<file path="config.mk">
export PLATFORM = sky130hd
export DESIGN_NAME = via_shift_out_and_irq_logic
export DESIGN_NICKNAME = d
export VERILOG_FILES = /design/src/via_pkg.sv /design/src/via_shift_out_and_irq_logic.sv
export SDC_FILE = /design/constraint.sdc
export NUM_CORES = 1
export LEC_CHECK = 0
export BUFFER_PORTS_ARGS = -buffer_cell sky130_fd_sc_hd__buf_2
export CAP_MARGIN = 20
export CORE_UTILIZATION = 40
export DETAILED_ROUTE_END_ITERATION = 8
export GPL_ROUTABILITY_DRIVEN = 0
export SLEW_MARGIN = 20
export SYNTH_ARGS = -nofsm -noshare
export SYNTH_HDL_FRONTEND = slang
export SYNTH_SLANG_ARGS = --single-unit
</file>
<file path="constraint.sdc">
create_clock -name clk_in -period 4.5 [get_ports clk_in]
set_input_delay 0.9 -clock clk_in [delete_from_list [all_inputs] [get_ports clk_in]]
set_output_delay 0.9 -clock clk_in [all_outputs]
set_load 0.01 [all_outputs]
</file>
<file path="src/via_pkg.sv">
// Shared constants and types of the shifter and interrupt block
package via_pkg;

  localparam logic [3:0] SHIFTER_OFS = 4'hA;
  localparam logic [3:0] FLAGS_OFS = 4'hD;
  localparam logic [3:0] ENABLES_OFS = 4'hE;

  localparam int A_LINE2_BIT = 0;
  localparam int A_LINE1_BIT = 1;
  localparam int SH_FLAG_BIT = 2;
  localparam int B_LINE2_BIT = 3;
  localparam int B_LINE1_BIT = 4;
  localparam int SUMMARY_BIT = 7;
  localparam int ENABLE_SET_BIT = 7;

  localparam int CLK_HZ = 25_000_000;
  localparam int SYS_HZ = 1_000_000;
  localparam int SYS_DIV_CYCLES = CLK_HZ / SYS_HZ;

  localparam logic [3:0] BIT_LAST = 4'h7;

  localparam logic [2:0] MODE_FREE = 3'h4;
  localparam logic [2:0] MODE_GATED = 3'h5;
  localparam logic [2:0] MODE_SYS = 3'h6;
  localparam logic [2:0] MODE_EXT = 3'h7;

  localparam logic [7:0] SHIFTER_RST = 8'h00;
  localparam logic [6:0] FLAGS_RST = 7'h00;
  localparam logic [6:0] ENABLES_RST = 7'h00;

  typedef struct packed {
    logic sel;
    logic rd;
    logic wr;
    logic [3:0] addr;
    logic [7:0] wdata;
  } bus_req_s;

  typedef struct packed {
    logic [7:0] sh;
    logic [3:0] cnt;
    logic run;
    logic [6:0] flags;
    logic [6:0] ena;
    logic [7:0] half;
    logic [4:0] div;
    logic [2:0] sync;
    logic ext;
    logic clk_o;
    logic clk_oe_n;
    logic dat_o;
    logic dat_oe_n;
    logic irq_n;
    logic [7:0] rdata;
  } state_s;

  localparam state_s STATE_RST = '{
    sh: SHIFTER_RST, flags: FLAGS_RST, ena: ENABLES_RST,
    clk_o: 1'b1, clk_oe_n: 1'b1, dat_oe_n: 1'b1, irq_n: 1'b1, default: '0};

endpackage : via_pkg

</file>
<file path="src/via_shift_out_and_irq_logic.sv">
// Serial shift-out modes with interrupt flag and enable registers
//
// Operation
// Free-running timer mode rotates byte endlessly, no counting
// Gated mode: access starts now if flag set
// Gated mode access resets counter, sends eight bits
// After eighth pulse stop, set flag, hold data
// System-clock mode toggles the shift clock every system tick, one bit per two ticks
// External clock: flag every eight pulses, keep shifting
// External mode access clears flag, restarts counter
// Flags stay set until explicitly cleared
// Interrupt requested only for enabled set flags
// Flag register bit 7 shows active interrupt
// Writing one clears flag; bit 7 not
// Summary falls only when nothing enabled is set
// Enable write, bit 7 low, clears ones
// Enable write, bit 7 high, sets ones
// Enable read returns bit 7 as one
// Independent line flags survive port register access
// Most significant bit first, rotated into bit 0
// Timer latch low byte sets clock half period
// System-clock access makes eight-pulse burst, then flag
`timescale 1ns/1ps
`default_nettype none

module via_shift_out_and_irq_logic #(
  parameter int DIV_CYCLES = via_pkg::SYS_DIV_CYCLES
) (
  input wire logic clk_in,
  input wire logic srst_in,
  input wire via_pkg::bus_req_s bus_in,
  output logic [7:0] rdata_out,
  input wire logic [2:0] shifter_mode_select_in,
  input wire logic [7:0] second_timer_latch_lo_in,
  input wire logic [6:0] flag_set_in,
  input wire logic port_a_access_in,
  input wire logic port_b_access_in,
  input wire logic [1:0] line2_independent_in,
  input wire logic port_b_ctrl_line_1_in,
  output logic port_b_ctrl_line_1_out,
  output logic port_b_ctrl_line_1_oe_n_out,
  output logic port_b_ctrl_line_2_out,
  output logic port_b_ctrl_line_2_oe_n_out,
  output logic irq_n_out
);

  if (DIV_CYCLES < 1 || DIV_CYCLES > 32) begin : g_div_check
    $error("DIV_CYCLES must lie in 1..32");
  end

  localparam logic [4:0] DIV_LAST = 5'(DIV_CYCLES - 1);

  via_pkg::state_s r_reg;
  via_pkg::state_s r_next;

  logic tick;
  logic pace;
  logic timed;
  logic internal;
  logic out_mode;
  logic ext_rise;
  logic ext_fall;
  logic sh_acc;
  logic sh_set;
  logic flag_wr;
  logic [6:0] set_v;
  logic [6:0] clr_v;
  logic [2:0] mode;

  assign mode = shifter_mode_select_in;

  always_comb begin
    r_next = r_reg;
    // One-cycle enable at the 1 MHz system rate
    tick = (r_reg.div == DIV_LAST);
    r_next.div = tick ? 5'h00 : r_reg.div + 5'h01;

    // Only the agreeing second and third stages are looked at
    r_next.sync = {r_reg.sync[1:0], port_b_ctrl_line_1_in};
    ext_rise = 1'b0;
    ext_fall = 1'b0;
    if (r_reg.sync[1] == r_reg.sync[2] && r_reg.sync[2] != r_reg.ext) begin
      r_next.ext = r_reg.sync[2];
      ext_rise = r_reg.sync[2];
      ext_fall = !r_reg.sync[2];
    end

    sh_acc = bus_in.sel && (bus_in.rd || bus_in.wr) && bus_in.addr == via_pkg::SHIFTER_OFS;
    flag_wr = bus_in.sel && bus_in.wr && bus_in.addr == via_pkg::FLAGS_OFS;
    sh_set = 1'b0;

    out_mode = mode[2];
    timed = (mode == via_pkg::MODE_FREE) || (mode == via_pkg::MODE_GATED);
    internal = out_mode && (mode != via_pkg::MODE_EXT);
    r_next.clk_oe_n = !internal;
    r_next.dat_oe_n = !out_mode;

    // Half-period timer reloaded from the latch low byte
    pace = 1'b0;
    if (timed && tick) begin
      if (r_reg.half == 8'h00) begin
        r_next.half = second_timer_latch_lo_in;
        pace = 1'b1;
      end else begin
        r_next.half = r_reg.half - 8'h01;
      end
    end
    if (mode == via_pkg::MODE_SYS) begin
      pace = tick;
    end

    if (internal && pace && (mode == via_pkg::MODE_FREE || r_reg.run)) begin
      if (r_reg.clk_o) begin
        // Falling edge presents the top bit and rotates it round
        r_next.clk_o = 1'b0;
        r_next.dat_o = r_reg.sh[7];
        r_next.sh = {r_reg.sh[6:0], r_reg.sh[7]};
      end else begin
        r_next.clk_o = 1'b1;
        if (mode != via_pkg::MODE_FREE) begin
          r_next.cnt = r_reg.cnt + 4'h1;
          if (r_reg.cnt == via_pkg::BIT_LAST) begin
            // Data output keeps the last bit sent
            r_next.run = 1'b0;
            sh_set = 1'b1;
          end
        end
      end
    end
    if (!internal) begin
      r_next.clk_o = 1'b1;
    end

    if (mode == via_pkg::MODE_EXT) begin
      if (ext_fall) begin
        r_next.dat_o = r_reg.sh[7];
        r_next.sh = {r_reg.sh[6:0], r_reg.sh[7]};
      end
      if (ext_rise) begin
        // Pulse counter only; shifting never stops here
        if (r_reg.cnt == via_pkg::BIT_LAST) begin
          r_next.cnt = 4'h0;
          sh_set = 1'b1;
        end else begin
          r_next.cnt = r_reg.cnt + 4'h1;
        end
      end
    end

    if (sh_acc) begin
      r_next.cnt = 4'h0;
      r_next.run = (mode == via_pkg::MODE_GATED) || (mode == via_pkg::MODE_SYS);
      if (mode == via_pkg::MODE_GATED && r_reg.flags[via_pkg::SH_FLAG_BIT]) begin
        r_next.half = 8'h00;
      end
      if (bus_in.wr) begin
        r_next.sh = bus_in.wdata;
      end
    end

    set_v = flag_set_in;
    set_v[via_pkg::SH_FLAG_BIT] = sh_set;
    clr_v = 7'h00;
    clr_v[via_pkg::SH_FLAG_BIT] = sh_acc;
    if (flag_wr) begin
      clr_v = clr_v | bus_in.wdata[6:0];
    end
    if (port_a_access_in) begin
      clr_v[via_pkg::A_LINE1_BIT] = 1'b1;
      if (!line2_independent_in[0]) begin
        clr_v[via_pkg::A_LINE2_BIT] = 1'b1;
      end
    end
    if (port_b_access_in) begin
      clr_v[via_pkg::B_LINE1_BIT] = 1'b1;
      if (!line2_independent_in[1]) begin
        clr_v[via_pkg::B_LINE2_BIT] = 1'b1;
      end
    end
    // A set arriving with its clear is kept
    r_next.flags = (r_reg.flags & ~clr_v) | set_v;

    if (bus_in.sel && bus_in.wr && bus_in.addr == via_pkg::ENABLES_OFS) begin
      if (bus_in.wdata[via_pkg::ENABLE_SET_BIT]) begin
        r_next.ena = r_reg.ena | bus_in.wdata[6:0];
      end else begin
        r_next.ena = r_reg.ena & ~bus_in.wdata[6:0];
      end
    end

    r_next.irq_n = !(|(r_next.flags & r_next.ena));

    if (bus_in.sel && bus_in.rd) begin
      case (bus_in.addr)
        via_pkg::SHIFTER_OFS: r_next.rdata = r_reg.sh;
        via_pkg::FLAGS_OFS: r_next.rdata = {|(r_reg.flags & r_reg.ena), r_reg.flags};
        via_pkg::ENABLES_OFS: r_next.rdata = {1'b1, r_reg.ena};
        default: r_next.rdata = 8'h00;
      endcase
    end
  end

  always_ff @(posedge clk_in) begin
    if (srst_in) begin
      r_reg <= via_pkg::STATE_RST;
    end else begin
      r_reg <= r_next;
    end
  end

  assign rdata_out = r_reg.rdata;
  assign port_b_ctrl_line_1_out = r_reg.clk_o;
  assign port_b_ctrl_line_1_oe_n_out = r_reg.clk_oe_n;
  assign port_b_ctrl_line_2_out = r_reg.dat_o;
  assign port_b_ctrl_line_2_oe_n_out = r_reg.dat_oe_n;
  assign irq_n_out = r_reg.irq_n;
endmodule : via_shift_out_and_irq_logic

`default_nettype wire

</file>
# [After elaboration in Yosys (flattened, before gate mapping)]
# Index checks and enable logic that the tools add are counted.
[word_totals] regBits=57 latch_bits=0 mem_bits_rw=0 rom_bits=0 output_inout_bits=13 mem_count=0
[op_classes] add_sub_neg=3 multipliers=0 div_mod_pow=0 magnitude_cmp=0 n_eq_ne=14 shift=0 muxes=40 bitwise=10 reduce_logical=30
[op_table] cell="2-to-1 mux 8 bit" n=7
[op_table] cell="AND 7 bit" n=4
[op_table] cell="2-to-1 mux 13 bit" n=2
[op_table] cell="case mux 8 bit (3 select lines)" n=1
[op_table] cell="2-to-1 mux 7 bit" n=3
[op_table] cell="2-to-1 mux 1 bit" n=20
[op_table] cell="NOT 7 bit" n=2
[op_table] cell="bitwise OR 7 bit" n=2
[op_table] cell="OR reduction 7 bit" n=2
[op_table] cell="== test 3 bit, second input constant" n=4
[op_table] cell="== test 4 bit, second input constant" n=3
[op_table] cell="logical AND 1 bit" n=12
[op_table] cell="2-to-1 mux 12 bit" n=1
[op_table] cell="2-to-1 mux 5 bit" n=2
[op_table] cell="logical NOT 8 bit" n=1
[op_table] cell="2-to-1 mux 4 bit" n=2
[op_table] cell="subtractor 8 x 1 -> 8 bit, second input constant" n=1
[op_table] cell="bitwise OR 3 x 7 -> 7 bit" n=1
[op_table] cell="inequality test 3 bit, second input constant" n=2
[op_table] cell="nonzero test 2 bit" n=3
[op_table] cell="OR reduction 2 bit" n=3
[op_table] cell="adder 5 x 1 -> 5 bit, second input constant" n=1
[op_table] cell="== test 5 bit, second input constant" n=1
[op_table] cell="adder 4 x 1 -> 4 bit, second input constant" n=1
[op_table] cell="9 further kinds" n=16

# [Logic depth before layout (Yosys ltp)]
[logic_depth] word_depth=15 mapped_depth=9 depth_no_buf=7

# [Worst setup path after synthesis]
# No wires, ideal clock.
[synth_timing] path_type="in2reg" startpoint="in shifter_mode_select_in[1]" endpoint="reg r_reg[51] in the netlist's numbering" setup_ns=0.133 arrival_ns=2.412 setup_slack_ns=1.955 path_stages=5 cell_sequence="clkbuf_1 > nor3_1 > o2111ai_1 > a211oi_1 > a2111oi_0"
[synth_between] elab_chain_cells=12 elab_cells_between_ends=18 classes_between="eq/ne (5); mux (7); reduce/logical (6)"
[synth_lines] item="from (decl)" line_no="via_shift_out_and_irq_logic.sv:33" source="input wire logic [2:0] shifter_mode_select_in,"
[synth_lines] item="== test 3 bit, on equally long branches" line_no="via_shift_out_and_irq_logic.sv:93, via_shift_out_and_irq_logic.sv:112"
[synth_lines] item="logical OR 1 bit" line_no="via_shift_out_and_irq_logic.sv:93" source="timed = (mode == via_pkg::MODE_FREE) || (mode == via_pkg::MODE_GATED);"
[synth_lines] item="logical AND 1 bit" line_no="via_shift_out_and_irq_logic.sv:100" source="if (timed && tick) begin"
[synth_lines] item="2-to-1 mux 1 bit" line_no="via_shift_out_and_irq_logic.sv:100"
[synth_lines] item="2-to-1 mux 1 bit" line_no="via_shift_out_and_irq_logic.sv:108" source="if (mode == via_pkg::MODE_SYS) begin"
[synth_lines] item="logical AND 1 bit (2 in a row)" line_no="via_shift_out_and_irq_logic.sv:112" source="if (internal && pace && (mode == via_pkg::MODE_FREE || r_reg.run)) begin"
[synth_lines] item="2-to-1 mux 13 bit" line_no="via_shift_out_and_irq_logic.sv:112"
[synth_lines] item="2-to-1 mux 8 bit" line_no="via_shift_out_and_irq_logic.sv:135" source="if (ext_fall) begin"
[synth_lines] item="2-to-1 mux 12 bit *" line_no="via_shift_out_and_irq_logic.sv:134" source="if (mode == via_pkg::MODE_EXT) begin"
[synth_lines] item="2-to-1 mux 8 bit" line_no="via_shift_out_and_irq_logic.sv:156" source="if (bus_in.wr) begin"
[synth_lines] item="2-to-1 mux 13 bit *" line_no="via_shift_out_and_irq_logic.sv:150" source="if (sh_acc) begin"
[synth_lines] item="to (signal assigned)" line_no="via_shift_out_and_irq_logic.sv:205" source="r_reg <= via_pkg::STATE_RST;"
[synth_lines] item="to (signal assigned)" line_no="via_shift_out_and_irq_logic.sv:207" source="r_reg <= r_next;"
[synth_lines] item="to (decl)" line_no="via_shift_out_and_irq_logic.sv:53" source="via_pkg::state_s r_reg;"
# Mark *: on every way between the ends. The rest lies on a longest branch, timed or not. The select of a mux whose other input is x is not followed.
# A chain may end at the register's enable or synchronous reset.

# [Worst setup path in the final report]
[layout_timing] startpoint="reg r_reg[22] in the netlist's numbering" endpoint="reg r_reg[51] in the netlist's numbering"
[layout_between] elab_chain_cells=11
[layout_lines] item="logical NOT 8 bit *" line_no="via_shift_out_and_irq_logic.sv:101" source="if (r_reg.half == 8'h00) begin"
[layout_lines] item="2-to-1 mux 1 bit *" line_no="via_shift_out_and_irq_logic.sv:101"
[layout_lines] item="2-to-1 mux 1 bit *" line_no="via_shift_out_and_irq_logic.sv:100"
[layout_lines] item="2-to-1 mux 1 bit *" line_no="via_shift_out_and_irq_logic.sv:108"
[layout_lines] item="logical AND 1 bit * (2 in a row)" line_no="via_shift_out_and_irq_logic.sv:112"
[layout_lines] item="2-to-1 mux 13 bit *" line_no="via_shift_out_and_irq_logic.sv:112"
[layout_lines] item="2-to-1 mux 8 bit" line_no="via_shift_out_and_irq_logic.sv:135"
[layout_lines] item="2-to-1 mux 12 bit *" line_no="via_shift_out_and_irq_logic.sv:134"
[layout_lines] item="2-to-1 mux 8 bit" line_no="via_shift_out_and_irq_logic.sv:156"
[layout_lines] item="2-to-1 mux 13 bit *" line_no="via_shift_out_and_irq_logic.sv:150"
# Marks and branches as above.

==> qor.yml <==
placed_cells: 472
outcome: "finished, final reports clean"
clk_latency_ns: 0.34
initial_core_util_pct: 42.25
ctsHoldBuffers: 0
whs_ns: 0.4385
tritoncts: "yes"
cts.sinks: 57
largest_reg_flops: 42
grt_usage_pct: 20.52
cts_setup_buffers: 0
dr_total_vias: 2809
ys_ff_latch: 57
holdPathStages: 1
cp.required_ns: 4.69
fin_crit_ns: 2.587
hold_viol: 0
dp_hpwl_mm: 5.339
final_common_cell: "dfxtp_1"
arrival_ns: 2.77
antenna_found_initial: 0
viasPerCell: 5.756
root_buffer: "clkbuf_8"
rr_worst_depth: 7
cp-start-kind: "flip-flop"
clock.fmax_mhz: 386.5
relSlewSlack_pct: 47.67
wl_met1_mm: 3.598
fp.dieW_um: 87.41
layout_common_cells: "57 x dfxtp_1, 51 x buf_2, 42 x nor2_1, 24 x a21oi_1, 21 x o21ai_0"
die_area_sq_um: 7640
grt_start_max_net_pins: 44
fin_crit_sh_pct: 57.49
drv_slew: 0
min_path_type: "reg2reg"
synth-edff-count: 0
rows: 30
setup_tns_ns: 0
layout.cells.non_filler: 488
design.core.area_sq_um: 6907
worstSetupPathType: "reg2reg"
startpoint: "r_reg[22]$_SDFF_PP0_"
wirelength_mm: 7.505
cts_resized: 0
overflow: 0
cp-end-kind: "flip-flop"
wl_met2_mm: 3.302
drc: 0
netlist_instances: 349
drive_gt1_share_pct: 18.62
drv_cap: 0
ant_nets: 0
boundaryPins: 53
power_density_nw_per_um2: 318.6
first_pass_iters: 7
max-vdd-ir-drop_v: 0.0001865
rsz0062_at_grt: "no"
cts_buffers: 9
nets: 431
wl_met3_um: 518
grt_pass1_wl_mm: 11.95
setup_slack_ns: 1.913
crit_fanout: 9
clk_pin_slew_ns: 0.07
wl_per_cell_um: 15.38
synthesis.nets: 393
top_layer_used: "met4"
p_leak_nw: 1.258
die_h_um: 87.41
ys.flop_type: "dfxtp_1"
postSynthAreaPerCell_sq_um: 8.360
first_iter_violations: 283
io_buffers: 51
r2r_start: "r_reg[22]$_SDFF_PP0_"
h-tree-depth: 3
dp_slack_ns: 1.881
ys_types: 58
synth_area_sq_um: 2918
ys_async_sr_fraction_pct: 0
diodes: 0
seq_area_frac_synth_pct: 39.11
grt_pass1_vias: 2441
skew_ns: 0.007316
min_from: "r_next[15]$_SDFF_PP0_"
yosys_warnings: 0
area_growth_syn_to_layout_pct: 15.39
setup-violations-final: 0
clk_path_buf_depth: 2
tightest_slew_ns: 0.7850
[kinds of logic (layout without fill, tap and decap cells)]
group           after synthesis  in the layout  synth area share (%)
simple gates                130            130                 23.63
compound gates              108            108                 26.89
flops                        57             57                 39.11
buf+inv                      44             87                 6.775
fa+ha+maj                     4              4                 1.715
xor+xnor                      4              4                 1.201
mux                           2              2                0.6861
[metal layers]
| layer | vias up | track usage, % |
|---|---|---|
| li1 | 1384 | - |
| met1 | 1322 | 28.47 |
| met2 | 93 | 30.33 |
| met3 | 10 | 6.825 |
| met4 | 0 | 5.365 |
| met5 | - | 0 |
[final timing paths]
path                            to  slack, ns
max           r_reg[51]$_SDFF_PP0_       1.91
min          r_next[16]$_SDFF_PP0_       0.44
max reg2reg   r_reg[51]$_SDFF_PP0_       1.91
min reg2reg  r_next[16]$_SDFF_PP0_       0.44
[through the flow]
stage	cell area [sq um]	power (mW)	util (%)
3_3_place_gp	3178	0.6106	46.01
3_5_place_dp	3178	0.6117	46.01
4_1_cts	3367	1.086	48.75
6_report	3367	1.073	48.75
2_1_floorplan	2918	0.5738	-
5_1_grt	3367	1.122	48.75
[Yosys cell counts (5+ instances only)]
cell       count  area, sq um
a211oi_1       5        37.54
a21oi_1       24        120.1
a222oi_1       8        80.08
a2bb2oi_1      7        61.31
a311oi_1       7        61.31
buf_4          8        60.06
clkbuf_1      15        56.30
dfxtp_1       57         1141
inv_1         18        67.56
nand2_1       16        60.06
nand2b_1       5        31.28
nand3_1       19        95.09
nand4_1        5        31.28
nand4b_1       5        43.79
nor2_1        42        157.7
nor2b_1        5        31.28
nor3_1         7        35.03
o21ai_0       21        105.1
or3_1          5        31.28
[worst max-delay path, cell delays in order, from the launching register on]
cell and delay, ns:
dfxtp_1 0.31, inv_1 0.09, ha_1 0.17, or4b_1 0.60, nor2_1 0.38, o2111ai_1 0.44, a211oi_1 0.35, a2111oi_0 0.09
[layout make-up]
class / instances / area [sq um]
repair buffers: 53 / 270.3
multi-input cells: 248 / 1579
fillers: 740 / 3540
clock inverters: 3 / 40.04
inverters: 18 / 67.56
well taps: 96 / 120.1
flip-flops and latches: 57 / 1141
clock buffers: 13 / 148.9
[power by group]
part | total, mW | internal [mW] | switching [mW]
registers | 0.522 | 0.514 | 0.00763
clock network | 0.471 | 0.270 | 0.202
logic | 0.0794 | 0.0312 | 0.0482
total | 1.07 | 0.815 | 0.258
No activity file was read; power rests on OpenSTA's default activity.
